**config.mk**
```make
export PLATFORM = sky130hd
export DESIGN_NAME = iad_access_decode
export DESIGN_NICKNAME = d
export VERILOG_FILES = /design/src/logic/iad_pkg.sv /design/src/logic/iad_access_decode.sv
export SDC_FILE = /design/constraint.sdc
export NUM_CORES = 1
export LEC_CHECK = 0
export ABC_CLOCK_PERIOD_IN_PS = 4100
export CORE_AREA = 3 3 258 260
export DETAILED_ROUTE_END_ITERATION = 8
export DIE_AREA = 0 0 261 263
export DONT_BUFFER_PORTS = 1
export PLACE_DENSITY_LB_ADDON = 0.3
export SYNTH_ARGS = -nofsm -noshare
export SYNTH_HDL_FRONTEND = slang
export SYNTH_SLANG_ARGS = --single-unit
export TNS_END_PERCENT = 20
```
**constraint.sdc**
```tcl
create_clock -name sys_clk -period 4.1 [get_ports sys_clk]
set_clock_uncertainty 0.1 [all_clocks]
set_input_delay 0.82 -clock sys_clk [delete_from_list [all_inputs] [get_ports sys_clk]]
set_output_delay 0.82 -clock sys_clk [all_outputs]
set_load 0.02 [all_outputs]
```
**src/logic/iad_pkg.sv**
```systemverilog
// Purpose: Constants and types for the extended-mode register access decoder.
// Assumes: Register indices are 32-bit instruction operands from the core.
// Notes: Implemented-bit masks define the reserved bits of each register.
package iad_pkg;

  // Index window owned by the extended register interface
  localparam logic [31:0] IDX_FIRST = 32'h0000_0800;
  localparam logic [31:0] IDX_LAST = 32'h0000_0BFF;

  // Register indices
  localparam logic [31:0] IDX_LOCAL_ID = 32'h0000_0802;
  localparam logic [31:0] IDX_EOI = 32'h0000_080B;
  localparam logic [31:0] IDX_PEND6 = 32'h0000_0826;
  localparam logic [31:0] IDX_PEND7 = 32'h0000_0827;
  localparam logic [31:0] IDX_ERR_STATUS = 32'h0000_0828;
  localparam logic [31:0] IDX_CORR_ERR_VEC = 32'h0000_082F;
  localparam logic [31:0] IDX_COMMAND = 32'h0000_0830;
  localparam logic [31:0] IDX_COMMAND_HI = 32'h0000_0831;
  localparam logic [31:0] IDX_TIMER_VEC = 32'h0000_0832;
  localparam logic [31:0] IDX_THERMAL_VEC = 32'h0000_0833;
  localparam logic [31:0] IDX_PERF_VEC = 32'h0000_0834;
  localparam logic [31:0] IDX_PIN0_VEC = 32'h0000_0835;
  localparam logic [31:0] IDX_PIN1_VEC = 32'h0000_0836;
  localparam logic [31:0] IDX_ERROR_VEC = 32'h0000_0837;
  localparam logic [31:0] IDX_INIT_COUNT = 32'h0000_0838;
  localparam logic [31:0] IDX_CUR_COUNT = 32'h0000_0839;
  localparam logic [31:0] IDX_DIVIDE = 32'h0000_083E;
  localparam logic [31:0] IDX_SELF_INT = 32'h0000_083F;

  // Implemented-bit masks; every other bit is reserved
  localparam logic [63:0] MASK_NONE = 64'h0000_0000_0000_0000;
  localparam logic [63:0] MASK_LOW32 = 64'h0000_0000_FFFF_FFFF;
  localparam logic [63:0] MASK_VECTOR_TBL = 64'h0000_0000_0001_FFFF;
  localparam logic [63:0] MASK_DIVIDE = 64'h0000_0000_0000_000F;
  localparam logic [63:0] MASK_VEC8 = 64'h0000_0000_0000_00FF;
  localparam logic [63:0] MASK_ERR_STATUS = 64'h0000_0000_0000_00FF;
  localparam logic [63:0] MASK_COMMAND = 64'hFFFF_FFFF_000F_FFFF;

  // Reset values
  localparam logic [31:0] RST_VECTOR_TBL = 32'h0001_0000;
  localparam logic [31:0] RST_ZERO32 = 32'h0000_0000;
  localparam logic [63:0] RST_ZERO64 = 64'h0000_0000_0000_0000;

  typedef enum logic [1:0] {
    ACC_NONE = 2'b00,
    ACC_RO = 2'b01,
    ACC_RW = 2'b10,
    ACC_WO = 2'b11
  } iad_acc_t;

  typedef struct packed {
    iad_acc_t acc;
    logic [63:0] wmask;
    logic [63:0] rmask;
  } iad_dec_t;

  typedef struct packed {
    logic valid;
    logic write;
    logic [31:0] index;
    logic [63:0] wdata;
  } iad_req_t;

  typedef struct packed {
    logic valid;
    logic fault;
    logic [63:0] rdata;
  } iad_rsp_t;

  typedef struct packed {
    logic [31:0] corr_err_vec;
    logic [31:0] timer_vec;
    logic [31:0] thermal_vec;
    logic [31:0] perf_vec;
    logic [31:0] pin0_vec;
    logic [31:0] pin1_vec;
    logic [31:0] error_vec;
    logic [31:0] init_count;
    logic [31:0] divide;
    logic [63:0] command;
  } iad_cfg_t;

  typedef struct packed {
    iad_cfg_t cfg;
    iad_rsp_t rsp;
    logic [31:0] local_id;
    logic [31:0] err_status;
    logic self_pulse;
    logic [7:0] self_vector;
    logic eoi_pulse;
    logic command_pulse;
    logic mmio_disabled;
  } iad_state_t;

endpackage

```
**src/logic/iad_access_decode.sv**
```systemverilog
// Purpose: Access decoder for the interrupt controller registers reached by register instructions.
// Assumes: Core presents at most one request per cycle; mode bits come from logic on sys_clk.
// Notes: One answer per request, one cycle later, in request order; no pipeline drain.
//
// Functional notes
// - Writes to read-only registers fault with code zero; register unchanged.
// - Reads of write-only registers, end-of-interrupt or self-interrupt, fault.
// - Writes setting reserved bits, including bits 63:32 of every register but command, fault.
// - Reads return zero in every reserved bit position.
// - Index 831H is reserved; any access faults, nothing touched.
// - Command register is one 64-bit register at index 830H.
// - Self-interrupt register at 83FH exists only in extended mode.
// - Identifier is 32 bits, hardware loaded, read-only at 0802H.
// - Unimplemented identifier bits read back as zero.
// - Any access in 0800H..0BFFH outside extended mode faults.
// - In extended mode memory-mapped access behaves as globally disabled.
// - Register writes do not serialize; no pipeline drain is required.
// - Reads and writes take effect in program order.
// - Writes may pass earlier stores; software fences if order matters.
// - Register reads stay non-serializing in extended mode.
// - Upper 32 bits of every register except command are reserved.
// - Unassigned indices in 800H..BFFH are reserved and fault.
// - Extended mode is enable and extended bit both set.

`timescale 1ns/1ps
`default_nettype none

module iad_access_decode #(
  parameter int ID_WIDTH = 32
) (
  // Clock and reset
  input wire logic sys_clk,
  input wire logic arst_n,

  // Core request
  input wire iad_pkg::iad_req_t req,

  // Core answer
  output logic rsp_valid,
  output logic rsp_fault,
  output logic [63:0] rsp_rdata,

  // Mode bits of the controller base control register
  input wire logic base_enable,
  input wire logic extended_mode_bit,

  // Hardware identifier load
  input wire logic id_load,
  input wire logic [31:0] id_value,

  // Live state from the interrupt and timer logic
  input wire logic [31:0] pend_word6,
  input wire logic [31:0] pend_word7,
  input wire logic [31:0] timer_current,
  input wire logic [7:0] err_set,

  // Configuration and events toward the controller
  output var iad_pkg::iad_cfg_t cfg,
  output logic self_int_pulse,
  output logic [7:0] self_int_vector,
  output logic eoi_pulse,
  output logic command_send_pulse,
  output logic mmio_disabled
);

  ////////////////////////////////////////////////////////////////////////////
  // Parameter checks

  // Mask arithmetic below only serves 1..32 identifier bits
  if (ID_WIDTH < 1 || ID_WIDTH > 32) begin : g_bad_id_width
    $error("ID_WIDTH must lie in 1..32");
  end

  // Implemented identifier bits
  // Bits above the width are never stored, so they cannot leak into a read
  localparam logic [31:0] ID_MASK = (ID_WIDTH == 32) ? 32'hFFFF_FFFF :
                                    32'((64'h1 << ID_WIDTH) - 64'h1);

  localparam iad_pkg::iad_cfg_t CFG_RESET = '{
    corr_err_vec: iad_pkg::RST_VECTOR_TBL,
    timer_vec: iad_pkg::RST_VECTOR_TBL,
    thermal_vec: iad_pkg::RST_VECTOR_TBL,
    perf_vec: iad_pkg::RST_VECTOR_TBL,
    pin0_vec: iad_pkg::RST_VECTOR_TBL,
    pin1_vec: iad_pkg::RST_VECTOR_TBL,
    error_vec: iad_pkg::RST_VECTOR_TBL,
    init_count: iad_pkg::RST_ZERO32,
    divide: iad_pkg::RST_ZERO32,
    command: iad_pkg::RST_ZERO64
  };

  localparam iad_pkg::iad_state_t ST_RESET = '{
    cfg: CFG_RESET,
    rsp: '0,
    local_id: iad_pkg::RST_ZERO32,
    err_status: iad_pkg::RST_ZERO32,
    self_pulse: 1'b0,
    self_vector: 8'h00,
    eoi_pulse: 1'b0,
    command_pulse: 1'b0,
    mmio_disabled: 1'b0
  };

  ////////////////////////////////////////////////////////////////////////////
  // Index decode

  // Unlisted indices, 831H among them, fall to ACC_NONE
  function automatic iad_pkg::iad_dec_t decode(input logic [31:0] index);
    iad_pkg::iad_dec_t d;
    d.acc = iad_pkg::ACC_NONE;
    d.wmask = iad_pkg::MASK_NONE;
    d.rmask = iad_pkg::MASK_NONE;
    unique case (index)
      iad_pkg::IDX_LOCAL_ID: begin
        d.acc = iad_pkg::ACC_RO;
        d.rmask = {32'h0000_0000, ID_MASK};
      end
      iad_pkg::IDX_PEND6, iad_pkg::IDX_PEND7, iad_pkg::IDX_CUR_COUNT: begin
        d.acc = iad_pkg::ACC_RO;
        d.rmask = iad_pkg::MASK_LOW32;
      end
      iad_pkg::IDX_EOI: begin
        // Only a zero write is legal
        d.acc = iad_pkg::ACC_WO;
      end
      iad_pkg::IDX_SELF_INT: begin
        d.acc = iad_pkg::ACC_WO;
        d.wmask = iad_pkg::MASK_VEC8;
      end
      iad_pkg::IDX_ERR_STATUS: begin
        // Readable, but only zero may be written
        d.acc = iad_pkg::ACC_RW;
        d.rmask = iad_pkg::MASK_ERR_STATUS;
      end
      iad_pkg::IDX_COMMAND: begin
        d.acc = iad_pkg::ACC_RW;
        d.wmask = iad_pkg::MASK_COMMAND;
        d.rmask = iad_pkg::MASK_COMMAND;
      end
      iad_pkg::IDX_CORR_ERR_VEC, iad_pkg::IDX_TIMER_VEC, iad_pkg::IDX_THERMAL_VEC,
      iad_pkg::IDX_PERF_VEC, iad_pkg::IDX_PIN0_VEC, iad_pkg::IDX_PIN1_VEC,
      iad_pkg::IDX_ERROR_VEC: begin
        d.acc = iad_pkg::ACC_RW;
        d.wmask = iad_pkg::MASK_VECTOR_TBL;
        d.rmask = iad_pkg::MASK_VECTOR_TBL;
      end
      iad_pkg::IDX_INIT_COUNT: begin
        d.acc = iad_pkg::ACC_RW;
        d.wmask = iad_pkg::MASK_LOW32;
        d.rmask = iad_pkg::MASK_LOW32;
      end
      iad_pkg::IDX_DIVIDE: begin
        d.acc = iad_pkg::ACC_RW;
        d.wmask = iad_pkg::MASK_DIVIDE;
        d.rmask = iad_pkg::MASK_DIVIDE;
      end
      default: begin
        d.acc = iad_pkg::ACC_NONE;
      end
    endcase
    return d;
  endfunction

  ////////////////////////////////////////////////////////////////////////////
  // State

  iad_pkg::iad_state_t st_q;
  iad_pkg::iad_state_t st_d;
  iad_pkg::iad_dec_t dec;
  logic ext_mode;
  logic in_window;
  logic fault;
  logic [63:0] raw;

  assign ext_mode = base_enable & extended_mode_bit;
  assign in_window = (req.index >= iad_pkg::IDX_FIRST) && (req.index <= iad_pkg::IDX_LAST);

  always_comb begin
    st_d = st_q;
    dec = decode(req.index);
    raw = 64'h0000_0000_0000_0000;
    fault = 1'b0;
    // Answer and event pulses last one cycle unless renewed
    st_d.rsp = '0;
    st_d.self_pulse = 1'b0;
    st_d.eoi_pulse = 1'b0;
    st_d.command_pulse = 1'b0;
    // Legacy window answers as if globally disabled
    st_d.mmio_disabled = ext_mode;

    // Fault classification
    // Mode gate first, so a wrong mode faults whatever the index decode returns
    if (!ext_mode) begin
      fault = 1'b1;
    end else if (!in_window || dec.acc == iad_pkg::ACC_NONE) begin
      fault = 1'b1;
    end else if (req.write) begin
      if (dec.acc == iad_pkg::ACC_RO) begin
        fault = 1'b1;
      end else if ((req.wdata & ~dec.wmask) != 64'h0000_0000_0000_0000) begin
        fault = 1'b1;
      end
    end else if (dec.acc == iad_pkg::ACC_WO) begin
      fault = 1'b1;
    end

    // Live read source before masking
    // Runs for every index; the mask and the fault gate decide what leaves
    unique case (req.index)
      iad_pkg::IDX_LOCAL_ID: raw = {32'h0000_0000, st_q.local_id};
      iad_pkg::IDX_PEND6: raw = {32'h0000_0000, pend_word6};
      iad_pkg::IDX_PEND7: raw = {32'h0000_0000, pend_word7};
      iad_pkg::IDX_CUR_COUNT: raw = {32'h0000_0000, timer_current};
      iad_pkg::IDX_ERR_STATUS: raw = {32'h0000_0000, st_q.err_status};
      iad_pkg::IDX_CORR_ERR_VEC: raw = {32'h0000_0000, st_q.cfg.corr_err_vec};
      iad_pkg::IDX_COMMAND: raw = st_q.cfg.command;
      iad_pkg::IDX_TIMER_VEC: raw = {32'h0000_0000, st_q.cfg.timer_vec};
      iad_pkg::IDX_THERMAL_VEC: raw = {32'h0000_0000, st_q.cfg.thermal_vec};
      iad_pkg::IDX_PERF_VEC: raw = {32'h0000_0000, st_q.cfg.perf_vec};
      iad_pkg::IDX_PIN0_VEC: raw = {32'h0000_0000, st_q.cfg.pin0_vec};
      iad_pkg::IDX_PIN1_VEC: raw = {32'h0000_0000, st_q.cfg.pin1_vec};
      iad_pkg::IDX_ERROR_VEC: raw = {32'h0000_0000, st_q.cfg.error_vec};
      iad_pkg::IDX_INIT_COUNT: raw = {32'h0000_0000, st_q.cfg.init_count};
      iad_pkg::IDX_DIVIDE: raw = {32'h0000_0000, st_q.cfg.divide};
      default: raw = 64'h0000_0000_0000_0000;
    endcase

    // Each request gets its answer on the next edge; no drain, no reordering
    if (req.valid) begin
      st_d.rsp.valid = 1'b1;
      st_d.rsp.fault = fault;
    end

    if (req.valid && !fault) begin
      if (!req.write) begin
        st_d.rsp.rdata = raw & dec.rmask;
      end else begin
        // Only legal writes reach here; faulting ones leave state alone
        unique case (req.index)
          iad_pkg::IDX_EOI: st_d.eoi_pulse = 1'b1;
          iad_pkg::IDX_SELF_INT: begin
            st_d.self_pulse = 1'b1;
            st_d.self_vector = req.wdata[7:0];
          end
          iad_pkg::IDX_ERR_STATUS: st_d.err_status = iad_pkg::RST_ZERO32;
          iad_pkg::IDX_CORR_ERR_VEC: st_d.cfg.corr_err_vec = req.wdata[31:0];
          iad_pkg::IDX_COMMAND: begin
            // Whole 64-bit command lands in one write
            st_d.cfg.command = req.wdata;
            st_d.command_pulse = 1'b1;
          end
          iad_pkg::IDX_TIMER_VEC: st_d.cfg.timer_vec = req.wdata[31:0];
          iad_pkg::IDX_THERMAL_VEC: st_d.cfg.thermal_vec = req.wdata[31:0];
          iad_pkg::IDX_PERF_VEC: st_d.cfg.perf_vec = req.wdata[31:0];
          iad_pkg::IDX_PIN0_VEC: st_d.cfg.pin0_vec = req.wdata[31:0];
          iad_pkg::IDX_PIN1_VEC: st_d.cfg.pin1_vec = req.wdata[31:0];
          iad_pkg::IDX_ERROR_VEC: st_d.cfg.error_vec = req.wdata[31:0];
          iad_pkg::IDX_INIT_COUNT: st_d.cfg.init_count = req.wdata[31:0];
          iad_pkg::IDX_DIVIDE: st_d.cfg.divide = req.wdata[31:0];
          default: st_d.cfg = st_q.cfg;
        endcase
      end
    end

    // New error events after the clear, so a same-cycle event survives
    st_d.err_status = st_d.err_status | {24'h00_0000, err_set};

    // Identifier only changes under hardware control
    if (id_load) begin
      st_d.local_id = id_value & ID_MASK;
    end
  end

  // One state register; reset loads constants only
  always_ff @(posedge sys_clk or negedge arst_n) begin
    if (!arst_n) begin
      st_q <= ST_RESET;
    end else begin
      st_q <= st_d;
    end
  end

  ////////////////////////////////////////////////////////////////////////////
  // Outputs, all straight from st_q
  // Pulses stand one cycle; cfg holds until the next legal write

  assign rsp_valid = st_q.rsp.valid;
  assign rsp_fault = st_q.rsp.fault;
  assign rsp_rdata = st_q.rsp.rdata;
  assign cfg = st_q.cfg;
  assign self_int_pulse = st_q.self_pulse;
  assign self_int_vector = st_q.self_vector;
  assign eoi_pulse = st_q.eoi_pulse;
  assign command_send_pulse = st_q.command_pulse;
  assign mmio_disabled = st_q.mmio_disabled;

endmodule

`default_nettype wire

```
==> flow_summary.ini <==
[outcome]
outcome = complete, but fails checks
violations = hold timing, slew limit

[clocking]
cts_tree = done
post_cts_buffers = 0
cts_root_buffer = clkbuf_16
htree_levels = 2
cts_max_path_buffers = 3
ctsResizeCount = 0
cts_sinks = 470
clkTransAtPathRegs_ps = 60
clk_latency_ps = 600
cts_buffers = 52

[global_route]
overflow = 0
grt_pass1_vias = 14200
grt_pass1_wl_um = 121000
grtUsageTotal_pct = 25.0
antenna_found_initial = 8
grt_max_degree = 471

[timing]
setup_viol = 0
max_freq_mhz = 297
rsz0062_at_grt = false
fin_crit_ps = 3370
whs_ps = -161
setup_ws_ps = 732
fin_crit_sh_pct = 82.2
hold_viol = 242
worst_pin_slew_ps = 1540
slew_viol_final = 57
slew_headroom_pct = -2.58
tns_ps = 0

[floorplan]
ios = 669
start_util_pct = 36.0
fp.dieW_um = 261
die-area_um2 = 68600
rows = 93
core_um2 = 64300
die_y_um = 263

[synth]
synth.distinct_cells = 65
netlist_instances = 1953
synth.most_common_cell = dfrtp_1
synth_top_area_share_pct = 50.0
synth_area_leaders = dfrtp_1 (50%), buf_4 (14%), mux2_2 (6.8%)
synth_area_um2 = 23200
yosys-top-cells-count = dfrtp_1 (463), buf_4 (429), mux2_2 (140)
synth-edff-count = 0
yosysWarnings = 0
seq_area_frac_synth_pct = 50.8
ys_async_sr_fraction_pct = 100
post-synth-top-area-cell = dfrtp_1
syn_area_per_cell_um2 = 11.9
synth_ff_type = dfrtp_1
synth.net_count = 2192
ys_ff_latch = 470

[worst_setup_path]
worst-path-buf-inv = 3
crit_top_cell = buf_4
crit_path_top_delay_cell = nor4b_2
cp.arrival_ps = 3730
critPathKind = in -> reg
start_kind = input pin
r2r-end = rsp_rdata[27]
crit_family = simple AND/OR/NAND/NOR gates
required_ps = 4460
r2r_start = cfg[187]
end_kind = flip-flop
ff2ff_path_depth = 7
worst-path-max-fanout = 15
crit_chain = nor4b_2 > nand2_1 > nor3_1 > buf_4 > a32oi_1 > or2_0 > buf_4 > nor3_4 > buf_4 > mux2_1
rrSetupSlack_ps = 1640
max_stage_delay_ps = 570

[drt]
viasPerCell = 5.82
routed_wl_um = 89200
vias = 14200
drt_first_pass_iters = 8
drt_drc_violations_left = 0
drt_iter0_drc = 1809
wl_per_cell_um = 36.6
ant_nets = 0

[power_and_ir_drop]
max-vdd-ir-drop_mv = 0.323
leakagePower_nw = 10.7
power-per-cell-area_nw_per_um2 = 424

[placed_design]
gp_congestion = 0.899
dpl_cell_area_um2 = 21200
io_buffers = 0
preCtsSetupSlack_ps = 89.5
dp.final_hpwl_um = 66300

[finish]
design_area_um2 = 23100
layout.nets = 1781
drive_gt1_share_pct = 22.4
area_delta_synth_final_pct = -0.432

[job]
max_cap_violations = 0

[hold_path]
min_path_type = in -> async
==> power breakdown <==
group / switching, mW / internal, mW / leakage (nW) / total, mW
Combinational: 0.0547 / 0.0565 / 3.41 / 0.111
Sequential: 0.0240 / 4.67 / 6.42 / 4.70
Clock: 1.97 / 2.99 / 0.900 / 4.97
==> logic make-up after synthesis <==
logic type	synth area share, %
flip-flops	50.8
AO/OA/AOI/OAI	8.70
AND/OR/NAND/NOR	10.7
buffers and inverters	16.4
multiplexers	13.4
==> worst reg2reg max path, stage by stage, from the launching register on <==
cell	delay, ps
dfrtp_1	470
mux2i_1	160
o21ai_0	170
a222oi_1	730
buf_4	280
a21oi_1	80
a221oi_1	210
a31oi_1	120
==> sequential cells by signal (all words and copies together), names as in the netlist <==
name and flops:
cfg 352, command_send_pulse 1, eoi_pulse 1, mmio_disabled 1, rsp_fault 1, rsp_rdata 64, rsp_valid 1, self_int_pulse 1
self_int_vector 8, st_q 40
==> stage by stage <==
step / hold slack, ps / cells / utilization [%] / power [mW]
3_5_place_dp: 366 / 2343 / 33.0 / 4.89
4_1_cts: -204 / 2437 / 35.8 / 9.86
5_1_grt: -202 / 2437 / 35.8 / 10.0
2_1_floorplan: 348 / 1953 / - / 4.88
6_report: -161 / 2441 / 35.9 / 9.77
3_3_place_gp: 360 / 2343 / 33.0 / 4.89
==> final cells by class <==
type | count | area (um^2)
Clock buffer | 73 | 1540
Sequential cell | 470 | 11800
Tap cell | 855 | 1070
Inverter | 5 | 18.8
Antenna cell | 4 | 10.0
Fill cell | 6235 | 41300
Clock inverter | 21 | 275
Timing Repair Buffer | 78 | 686
Multi-Input combinational cell | 935 | 7700
==> routing by layer <==
metal  vias up  GRT usage, %  routed length (um)
met5         -             0                   0
met4         0          6.47                2580
met3       150          7.79                9430
met2       909          41.2               42300
met1      7471          31.8               34900
li1       5680             -                   -
==> how the worst max path moves through the flow <==
stage / start / to / cells past startpoint
finish: req[74] / cfg[204] / 10
global route: req[74] / cfg[204] / 10
CTS: req[74] / cfg[204] / 10
detailed placement: req[74] / cfg[204] / 10
global placement: req[74] / cfg[204] / 10
floorplan: req[68] / cfg[66] / 10
==> cell usage in the layout (no fill, tap or decap), types with 5 or more instances in the layout <==
cell,netlist,final
nor3_4,8,9
nor2b_1,107,107
a31oi_1,12,12
and4_1,8,8
mux2i_1,31,31
a22o_1,17,17
clkbuf_8,0,12
and3_1,12,10
clkbuf_16,0,54
buf_12,0,8
mux2_1,107,107
nor4_2,7,5
buf_4,429,70
nand3_1,9,8
nor2_1,22,19
a21o_1,9,9
and2_1,84,83
dfrtp_1,463,463
nor4_1,15,15
a22oi_1,34,34
clkinv_2,0,11
clkbuf_1,59,7
a221oi_1,12,12
mux2_2,140,140
nand4_1,17,17
dfstp_2,7,7
bufinv_16,0,6
o21ai_0,36,36
nand2b_1,6,6
nor3_1,14,10
a21boi_0,7,7
nand2_1,69,68
a21oi_1,20,20
a41oi_1,7,7
a222oi_1,76,76
a2bb2oi_1,7,7
inv_1,5,5
Note: power is estimated with default switching activity, not from simulation.
